### src/ppc_defs.svh
// Purpose: register offsets, reset values and filter counts of the pin-port block
// Assumes: byte-wide registers on a plain strobe port
// Notes: the state and bus types live in ppc_pkg
// Contract
// - Reduced-drive bit sets output drive strength, for GPIO or peripheral output.
// - Pull device connects only for inputs or wired-or outputs.
// - Polarity picks pull-up or pull-down; wired-or outputs allow pull-up only.
// - Wired-or bit disables high-side drive; only low levels driven.
// - Per-pin enable masks the pin interrupt flag.
// - Filtered valid pin event sets the flag, which then holds.
// - Per-pin slew bit turns slew-rate control on or off; here forced off in stop whatever the bit.
// - Routing register moves PWM channel outputs to alternative ports.
// - During reset the debug pin serves as mode-select input.
// - Interrupt ports have per-pin enable and edge select.
// - All pins of a port share one interrupt request.
// - Edge detection works whether pin is input or output.
// - Request asserts whenever any flag and its enable are set.
// - Enabled pin interrupt wakes the core from stop and wait.
// - Pulses up to 3 samples ignored, 4 or more accepted.
// - Valid edge: 4 passive samples then 4 active samples.
// - Filters sample on bus clock, in stop on the RC oscillator.
// - In stop, RC runs only while a pin counts <=4, enabled, flag clear.
// - Data read returns pin level if direction 0, latch if 1.
// - Polarity bit also selects the active interrupt edge.
`ifndef PPC_DEFS_SVH
`define PPC_DEFS_SVH
`define PPC_NPIN 8
`define PPC_AW 4
`define PPC_OFS_DATA 4'h0
`define PPC_OFS_INPUT 4'h1
`define PPC_OFS_DIR 4'h2
`define PPC_OFS_RDRV 4'h3
`define PPC_OFS_PULLEN 4'h4
`define PPC_OFS_POL 4'h5
`define PPC_OFS_WOM 4'h6
`define PPC_OFS_SLEW 4'h7
`define PPC_OFS_IE 4'h8
`define PPC_OFS_IF 4'h9
`define PPC_OFS_ROUTE 4'hA
`define PPC_RST_BYTE 8'h00
`define PPC_CNT_W 3
`define PPC_CNT_ZERO 3'h0
`define PPC_CNT_ONE 3'h1
`define PPC_FILT_N 3'h4
`endif

### src/ppc_pkg.sv
// Purpose: types shared by the pin-port block
// Assumes: ppc_defs.svh supplies the widths
// Notes: one packed struct holds every flip-flop of the block
`include "ppc_defs.svh"
package ppc_pkg;
    typedef logic [`PPC_NPIN-1:0] ppc_bits_t;
    typedef logic [`PPC_AW-1:0] ppc_addr_t;
    typedef logic [`PPC_CNT_W-1:0] ppc_cnt_t;
    // Register bus request
    typedef struct packed {
        ppc_addr_t addr;
        logic [7:0] wdata;
        logic wr;
        logic rd;
    } ppc_bus_s;
    // Whole block state
    typedef struct packed {
        ppc_bits_t data;
        ppc_bits_t dir;
        ppc_bits_t rdrv;
        ppc_bits_t pullen;
        ppc_bits_t pol;
        ppc_bits_t wom;
        ppc_bits_t slew;
        ppc_bits_t ie;
        ppc_bits_t flag;
        ppc_bits_t route;
        ppc_bits_t armed;
        ppc_bits_t last;
        ppc_cnt_t [`PPC_NPIN-1:0] cnt;
        logic [7:0] rdata;
        logic mode_sel;
    } ppc_state_s;
endpackage

### src/ppc_port.sv
// Purpose: one interrupt-capable port: pad control, readback, filtered pin interrupts
// Assumes: pad and peripheral inputs synchronous to i_core_clk; RC tick is a one-cycle strobe
// Notes: pad controls are combinational from registered settings, the peripheral inputs and i_stop
//
// Our own choices: the register addresses and the address-and-strobe port.
`timescale 1ns/1ps
`include "ppc_defs.svh"
module ppc_port
    import ppc_pkg::*;
(
    // Clock and reset
    input wire logic i_core_clk,
    input wire logic i_rst_b,
    // Register port
    input wire ppc_bus_s i_bus,
    output logic [7:0] o_rdata,
    // Pads
    input wire ppc_bits_t i_pin_in,
    output ppc_bits_t o_pin_out,
    output ppc_bits_t o_pin_oe,
    output ppc_bits_t o_pull_en,
    output ppc_bits_t o_pull_up,
    output ppc_bits_t o_drive_reduced,
    output ppc_bits_t o_slew_en,
    // Peripheral taking over pins
    input wire ppc_bits_t i_per_en,
    input wire ppc_bits_t i_per_out,
    input wire ppc_bits_t i_per_oe,
    output ppc_bits_t o_reroute,
    // Power modes and RC filter clock
    input wire logic i_stop,
    input wire logic i_rc_tick,
    output logic o_rc_run,
    output logic o_irq,
    output logic o_wakeup,
    // Debug pin shared with mode select
    input wire logic i_debug_pin,
    output logic o_mode_select,
    output logic o_debug_pin_to_dbg
);
    ppc_state_s st;
    ppc_state_s next_st;
    logic samp;
    ppc_bits_t act;
    ppc_bits_t drv_oe;
    ppc_bits_t drv_val;

    // Filter strobe: every bus clock, or RC ticks while stopped
    assign samp = i_stop ? i_rc_tick : 1'b1;
    // Active level: polarity 1 is rising edge, 0 falling
    assign act = ~(i_pin_in ^ st.pol);

    // Per-pin pad control
    genvar g;
    generate
        for (g = 0; g < `PPC_NPIN; g++) begin : g_pad
            // Peripheral overrides direction and data
            assign drv_oe[g] = i_per_en[g] ? i_per_oe[g] : st.dir[g];
            assign drv_val[g] = i_per_en[g] ? i_per_out[g] : st.data[g];
            assign o_pin_out[g] = drv_val[g];
            // Wired-or output only pulls low
            assign o_pin_oe[g] = drv_oe[g] & ~(st.wom[g] & drv_val[g]);
            assign o_pull_en[g] = st.pullen[g] & (~drv_oe[g] | st.wom[g]);
            assign o_pull_up[g] = (drv_oe[g] & st.wom[g]) | ~st.pol[g];
            assign o_drive_reduced[g] = st.rdrv[g] & drv_oe[g];
            // Slew control forced off in stop to save current
            assign o_slew_en[g] = st.slew[g] & ~i_stop;
        end
    endgenerate

    // Shared request and wakeup
    assign o_irq = |(st.flag & st.ie);
    assign o_wakeup = o_irq;
    assign o_reroute = st.route;
    assign o_rdata = st.rdata;
    assign o_mode_select = st.mode_sel;
    // Debug function sees the pin only outside reset
    assign o_debug_pin_to_dbg = i_rst_b & i_debug_pin;

    // RC runs only for pins still able to fire
    always_comb begin
        o_rc_run = 1'b0;
        for (int i = 0; i < `PPC_NPIN; i++) begin
            if (i_stop && st.cnt[i] <= `PPC_FILT_N && st.ie[i] && !st.flag[i]) begin
                o_rc_run = 1'b1;
            end
        end
    end

    // Next state: register writes, reads, filters
    always_comb begin
        next_st = st;
        next_st.rdata = `PPC_RST_BYTE;
        if (i_bus.wr) begin
            if (i_bus.addr == `PPC_OFS_DATA) begin
                next_st.data = i_bus.wdata;
            end else if (i_bus.addr == `PPC_OFS_DIR) begin
                next_st.dir = i_bus.wdata;
            end else if (i_bus.addr == `PPC_OFS_RDRV) begin
                next_st.rdrv = i_bus.wdata;
            end else if (i_bus.addr == `PPC_OFS_PULLEN) begin
                next_st.pullen = i_bus.wdata;
            end else if (i_bus.addr == `PPC_OFS_POL) begin
                next_st.pol = i_bus.wdata;
            end else if (i_bus.addr == `PPC_OFS_WOM) begin
                next_st.wom = i_bus.wdata;
            end else if (i_bus.addr == `PPC_OFS_SLEW) begin
                next_st.slew = i_bus.wdata;
            end else if (i_bus.addr == `PPC_OFS_IE) begin
                next_st.ie = i_bus.wdata;
            end else if (i_bus.addr == `PPC_OFS_IF) begin
                next_st.flag = st.flag & ~i_bus.wdata;
            end else if (i_bus.addr == `PPC_OFS_ROUTE) begin
                next_st.route = i_bus.wdata;
            end
        end
        // Reads answer next cycle; unmapped reads give zero
        if (i_bus.rd) begin
            if (i_bus.addr == `PPC_OFS_DATA) begin
                next_st.rdata = (st.dir & st.data) | (~st.dir & i_pin_in);
            end else if (i_bus.addr == `PPC_OFS_INPUT) begin
                next_st.rdata = i_pin_in;
            end else if (i_bus.addr == `PPC_OFS_DIR) begin
                next_st.rdata = st.dir;
            end else if (i_bus.addr == `PPC_OFS_RDRV) begin
                next_st.rdata = st.rdrv;
            end else if (i_bus.addr == `PPC_OFS_PULLEN) begin
                next_st.rdata = st.pullen;
            end else if (i_bus.addr == `PPC_OFS_POL) begin
                next_st.rdata = st.pol;
            end else if (i_bus.addr == `PPC_OFS_WOM) begin
                next_st.rdata = st.wom;
            end else if (i_bus.addr == `PPC_OFS_SLEW) begin
                next_st.rdata = st.slew;
            end else if (i_bus.addr == `PPC_OFS_IE) begin
                next_st.rdata = st.ie;
            end else if (i_bus.addr == `PPC_OFS_IF) begin
                next_st.rdata = st.flag;
            end else if (i_bus.addr == `PPC_OFS_ROUTE) begin
                next_st.rdata = st.route;
            end
        end
        // Filter: run of equal samples, armed after 4 passive
        if (samp) begin
            for (int i = 0; i < `PPC_NPIN; i++) begin
                next_st.last[i] = act[i];
                if (act[i] != st.last[i]) begin
                    next_st.cnt[i] = `PPC_CNT_ONE;
                end else if (st.cnt[i] < `PPC_FILT_N) begin
                    next_st.cnt[i] = st.cnt[i] + `PPC_CNT_ONE;
                end
                if (!act[i] && next_st.cnt[i] == `PPC_FILT_N) begin
                    next_st.armed[i] = 1'b1;
                end
                // Uncertain passive glitches keep the arming
                if (act[i] && st.armed[i] && next_st.cnt[i] == `PPC_FILT_N) begin
                    next_st.armed[i] = 1'b0;
                    next_st.flag[i] = 1'b1;
                end
            end
        end
    end

    // Registered state; mode select follows the pin only during reset
    always_ff @(posedge i_core_clk) begin
        if (!i_rst_b) begin
            st <= '0;
            st.mode_sel <= i_debug_pin;
        end else begin
            st <= next_st;
        end
    end
endmodule

### config.mk
export PLATFORM = sky130hd
export DESIGN_NAME = ppc_port
export DESIGN_NICKNAME = d
export VERILOG_FILES = /design/src/ppc_pkg.sv /design/src/ppc_port.sv
export VERILOG_INCLUDE_DIRS = /design/src
export SDC_FILE = /design/constraint.sdc
export NUM_CORES = 1
export LEC_CHECK = 0
export BUFFER_PORTS_ARGS = -buffer_cell sky130_fd_sc_hd__buf_2
export CAP_MARGIN = 20
export CORE_MARGIN = 8
export CORE_UTILIZATION = 53
export CTS_BUF_LIST = sky130_fd_sc_hd__clkbuf_4
export DETAILED_ROUTE_END_ITERATION = 8
export HOLD_SLACK_MARGIN = 0.08
export MAX_ROUTING_LAYER = met4
export PLACE_DENSITY = 0.79
export SETUP_SLACK_MARGIN = 0.4
export SYNTH_ARGS = -nofsm -noshare
export SYNTH_HDL_FRONTEND = slang
export SYNTH_SLANG_ARGS = --single-unit
### constraint.sdc
create_clock -name i_core_clk -period 1.8 [get_ports i_core_clk]
set_clock_uncertainty 0.15 [all_clocks]
set_input_delay 0.18 -clock i_core_clk [delete_from_list [all_inputs] [get_ports i_core_clk]]
set_output_delay 0.18 -clock i_core_clk [all_outputs]
set_load 0.03 [all_outputs]
# After elaboration in Yosys (flattened, before gate mapping)
# Cells that the tools add are included.
[op_classes]
n_addsub = 8
n_mul = 0
div = 0
n_lt_le_gt_ge = 16
n_eq_ne = 26
n_shift = 0
muxes = 97
bitwise = 108
reduce_logical = 92
[op_table]
columns = ["operator", "count"]
rows = [
  ["16-bit two-way mux", 9],
  ["8-bit two-way mux", 15],
  ["3-bit two-way mux", 24],
  ["1-bit AND", 49],
  ["1-bit two-way mux", 49],
  ["1-bit logical AND", 48],
  ["1-bit inverter", 34],
  ["8-bit AND", 4],
  ["3-bit by 1-bit adder with 3-bit output (second input constant)", 8],
  ["3-bit equality test (second input constant)", 8],
  ["3-bit <= comparator (second input constant)", 8],
  ["3-bit less-than comparator (second input constant)", 8],
  ["8-bit inverter", 3],
  ["2-bit AND reduction", 10],
  ["4-bit by 3-bit equality test with 1-bit output (second input constant)", 4],
  ["1-bit logical NOT", 16],
  ["1-bit bitwise OR", 16],
  ["2-bit nonzero test", 8],
  ["4-bit equality test (second input constant)", 3],
  ["11-bit AND reduction", 1],
  ["9-bit AND reduction", 1],
  ["4-bit by 2-bit equality test with 1-bit output (second input constant)", 2],
  ["1-bit != test", 8],
  ["8-bit bitwise OR", 1],
  ["10 further kinds", 10],
]
[word_totals]
reg_bits = 129
latchBits = 0
mem_bits_rw = 0
rom_bits = 0
in_bits = 51
out_inout_bits = 69
word_cells = 376
memories = 0

# Depth between registers and ports, before layout
[depth]
ltp_word = 14
depth_mapped = 8
depth_no_buf = 7

# Worst setup path before layout
# No wires, ideal clock.
[synth_path]
path_kind = "reg2out"
start = "register st[27] (netlist bit)"
end = "output port o_rc_run"
arrival_ps = 1522
required_time_ps = 1470
slack_ps = -52
path_stages_with_launch = 7
n_path_buf = 0
path_cell_list = "dfxtp_1 -> inv_1 -> ha_1 -> nor2b_1 -> nor3b_1 -> nor4_1 -> a21boi_0"
[synth_between]
elab_chain_cells = 6
[synth_rtl]
columns = ["element", "line_no", "text"]
rows = [
  ["start: declaration", "ppc_port.sv:41", "ppc_state_s st;"],
  ["start signal: assignment", "ppc_port.sv:170", "st <= next_st;"],
  ["3-bit <= comparator (no line)", "--", ""],
  ["1-bit logical AND (no line)", "--", ""],
  ["1-bit logical AND (2 in series)", "ppc_port.sv:84", "if (i_stop && st.cnt[i] <= `PPC_FILT_N && st.ie[i] && !st.flag[i]) begin"],
  ["1-bit two-way mux (2 in series)", "ppc_port.sv:84", ""],
  ["end: declaration", "ppc_port.sv:33", "output logic o_rc_run,"],
]
# No other way between the ends.

# Worst setup path in the final report
[layout_path]
start = "register st[16] (netlist bit)"
end = "output port o_rc_run"
[layout_between]
elab_chain_cells = 10
[layout_rtl]
columns = ["element", "line_no"]
rows = [
  ["3-bit <= comparator (no line)", "--"],
  ["1-bit logical AND (no line)", "--"],
  ["1-bit logical AND (2 in series)", "ppc_port.sv:84"],
  ["1-bit two-way mux (6 in series)", "ppc_port.sv:84"],
]
# No other way between the ends.

==> results.sh <==
export IMPL_status="finished with violations"
export IMPL_violations="negative setup slack"
export IMPL_area_growth_pct=58.9
export IMPL_synth_adder_area_share_pct=2.81
export IMPL_required_ps=1470
export IMPL_clock_path_buffers=2
export IMPL_cts_root_buf="clkbuf_4"
export IMPL_syn_area_sq_um=7130
export IMPL_grt_max_degree=47
export IMPL_fmax_mhz=433
export IMPL_ys_seq_elements=129
export IMPL_syn_mean_instance_area_sq_um=8.51
export IMPL_numCtsBuffers=17
export IMPL_worst_endpoint_arrival_ps=1980
export IMPL_worstSetupEndpointType="output pin"
export IMPL_final_common_cell="buf_4"
export IMPL_finalCriticalPeriod_ps=2310
export IMPL_final_cells=1265
export IMPL_first_global_vias=7749
export IMPL_via_per_inst=6.45
export IMPL_yosys_most_used_dff="dfxtp_1"
export IMPL_antenna_found_initial=1
export IMPL_cts_clk_slew_worst_paths_ps=120
export IMPL_crit_fanout=2
export IMPL_rsz0062_at_grt="yes"
export IMPL_crit_type="register to output pin"
export IMPL_insertion_delay_ps=590
export IMPL_synthCells=837
export IMPL_drive_above_1_share_pct=53.3
export IMPL_portBuffers=119
export IMPL_use_met1_pct=34.6
export IMPL_die_h_microns=132
export IMPL_crit_slowest_cell="nor4_2"
export IMPL_max_vdd_ir_drop_mv=0.358
export IMPL_slew_violations=0
export IMPL_die_w_microns=132
export IMPL_synth_compound_area_share_pct=15.8
export IMPL_ys_warn_count=0
export IMPL_worst_slack_ps=-507
export IMPL_cp_start_kind="register"
export IMPL_fin_area_sq_um=11300
export IMPL_ios=120
export IMPL_cpPeakStageDelay_ps=390
export IMPL_finalPower_mw=6.73
export IMPL_wl_per_cell_microns=24.3
export IMPL_num_vias=8162
export IMPL_grt_pass1_wl_microns=40800
export IMPL_drtAntennaViolNets=0
export IMPL_synthArstFlopShare_pct=0
export IMPL_dieArea_sq_um=17400
export IMPL_yosys_area_share_simple_pct=21.9
export IMPL_wl_microns=30800
export IMPL_first_iter_violations=1151
export IMPL_maxSlewHeadroom_pct=64.5
export IMPL_synth_nets=904
export IMPL_cp_cell_sequence="inv_2 > ha_4 > nor2b_4 > nor3b_2 > nor4_2 > a21boi_2 > buf_6"
export IMPL_mostFrequentLayoutCells="buf_4, nor2_1, buf_6, mux2i_1"
export IMPL_post_synth_xor_area_fraction_pct=1.97
export IMPL_cts_tree="yes"
export IMPL_synthMuxAreaShare_pct=14.4
export IMPL_hp_class="input pin to register"
export IMPL_htree_levels=4
export IMPL_power_per_cell_area_nw_per_um2=594
export IMPL_synth_top_cell_by_area="dfxtp_1"
export IMPL_yosysSeqAreaShare_pct=36.4
export IMPL_coreArea_sq_um=13200
export IMPL_gr_max_usage_layer="met2"
export IMPL_netlist_top_cells_area="dfxtp_1, mux2i_1, nor2_1"
export IMPL_setup_violations=18
export IMPL_finalSetupTns_ps=-1620
export IMPL_layout_nets=1143
export IMPL_routabilityCongestion=0.911
export IMPL_cts_sink_count=129
export IMPL_yosysUniqueCellTypes=60
export IMPL_fillCellCount=576
export IMPL_drc=0
export IMPL_dp_hpwl_microns=15100
export IMPL_worst_slew_pin_slew_ps=529
export IMPL_postLayoutCoreUtil_pct=85.9
export IMPL_maxCapViolCount=0
export IMPL_num_rows=42
export IMPL_synth_top_family_by_area="simple AND/OR/NAND/NOR gates"
export IMPL_use_met2_pct=47.4
export IMPL_synth_edff_count=1
export IMPL_dpl_cell_area_sq_um=8570
export IMPL_start_util_pct=54.0
export IMPL_detail_route_first_pass_iterations=6
export IMPL_dp_cells=1106
export IMPL_grt_util_met3_pct=5.26
export IMPL_fin_crit_sh_pct=128
export IMPL_grt_ovfl_total=0
export IMPL_synth_top_cell_area_share_pct=36.0
export IMPL_leakage_nw=4.59
export IMPL_grt_usage_pct=29.7
export IMPL_finalHoldViolCount=0
[cells in the mapped netlist, types with 2 or more instances]
| library cell | n |
|---|---|
| a221oi_1 | 3 |
| o211a_1 | 4 |
| nor3_1 | 16 |
| nor4_1 | 4 |
| nor2b_1 | 27 |
| a2111oi_0 | 2 |
| buf_1 | 2 |
| buf_2 | 13 |
| nand2b_1 | 13 |
| a21o_1 | 8 |
| nand2_1 | 69 |
| mux2i_1 | 81 |
| a22oi_1 | 20 |
| and2b_1 | 2 |
| nor2_1 | 102 |
| nand3_1 | 28 |
| a21oi_1 | 52 |
| nor3b_1 | 15 |
| nor4bb_1 | 7 |
| inv_1 | 26 |
| o21ai_0 | 30 |
| a211oi_1 | 2 |
| nor3_4 | 3 |
| xor2_1 | 16 |
| mux2_2 | 15 |
| buf_6 | 2 |
| inv_2 | 2 |
| nand3_2 | 2 |
| o211ai_1 | 8 |
| dfxtp_1 | 128 |
| buf_4 | 22 |
| a31o_2 | 15 |
| o21a_1 | 8 |
| clkbuf_1 | 30 |
| o22ai_1 | 10 |
| ha_1 | 16 |
| and3_1 | 11 |
[what timing repair did]
action                                 in CTS  in global routing
gates resized for setup                   269                119
pin swaps                                  55                 47
endpoints found under the hold margin     115                  8
buffers inserted                           67                 29
hold buffers                               30                  6
setup endpoints to repair                 104                154
[cell type report]
cell class	instances	area (sq um)	share of cell area [%]
Timing Repair Buffer	289	2550	22.5
Antenna cell	1	2.50	0.0221
Clock buffer	22	165	1.46
Sequential cell	129	2760	24.4
Inverter	28	108	0.950
Multi-Input combinational cell	611	5430	48.0
Tap cell	176	220	1.94
Clock inverter	9	92.6	0.818
[path summary, 6_finish.rpt]
check,start,to,slack (ps),cells after the start
worst min register to register,st[46],st[46],330,2
worst min-delay path,i_bus[11],o_rdata[7],70,4
worst max-delay path,st[16],o_rc_run,-510,7
worst max register to register,st[22],st[61],0,7
[kinds of logic after synthesis]
| kind of cell | Yosys count |
|---|---|
| AO/OA/AOI/OAI | 172 |
| XOR/XNOR | 16 |
| adder cells (fa/ha/maj) | 16 |
| buffers and inverters | 97 |
| flip-flops | 129 |
| multiplexers | 98 |
| AND/OR/NAND/NOR | 309 |
[through the flow]
stage / hold WS (ps) / setup WS (ps)
6_report: 74.2 / -507
5_1_grt: 78.3 / -570
4_1_cts: 83.4 / -488
3_5_place_dp: 219 / -14.8
3_3_place_gp: 216 / -7.63
2_1_floorplan: 129 / 303
[worst max-delay path, delay by kind of cell, from the launching register on]
family,cells,cell delay (ps)
simple gates,3,570
fa+ha+maj,1,160
buf+inv,2,200
flops,1,360
compound gates,1,110
[registers in the layout, summed over array words and instances (netlist names)]
name / count
o_rdata: 8
o_reroute: 8
st: 112
o_mode_select: 1
[routing by layer]
metal,up-vias,routed length (microns)
met5,-,0
met3,247,3240
li1,3402,-
met2,676,14300
met1,3837,10900
met4,0,2350
[report_power, final]
group	switching, mW	internal, mW	total, mW	leakage [nW]
Combinational	0.922	0.782	1.70	3.34
Sequential	0.0832	2.91	3.00	1.10
Clock	1.16	0.872	2.03	0.152
Power figures use the tool's default switching activity.
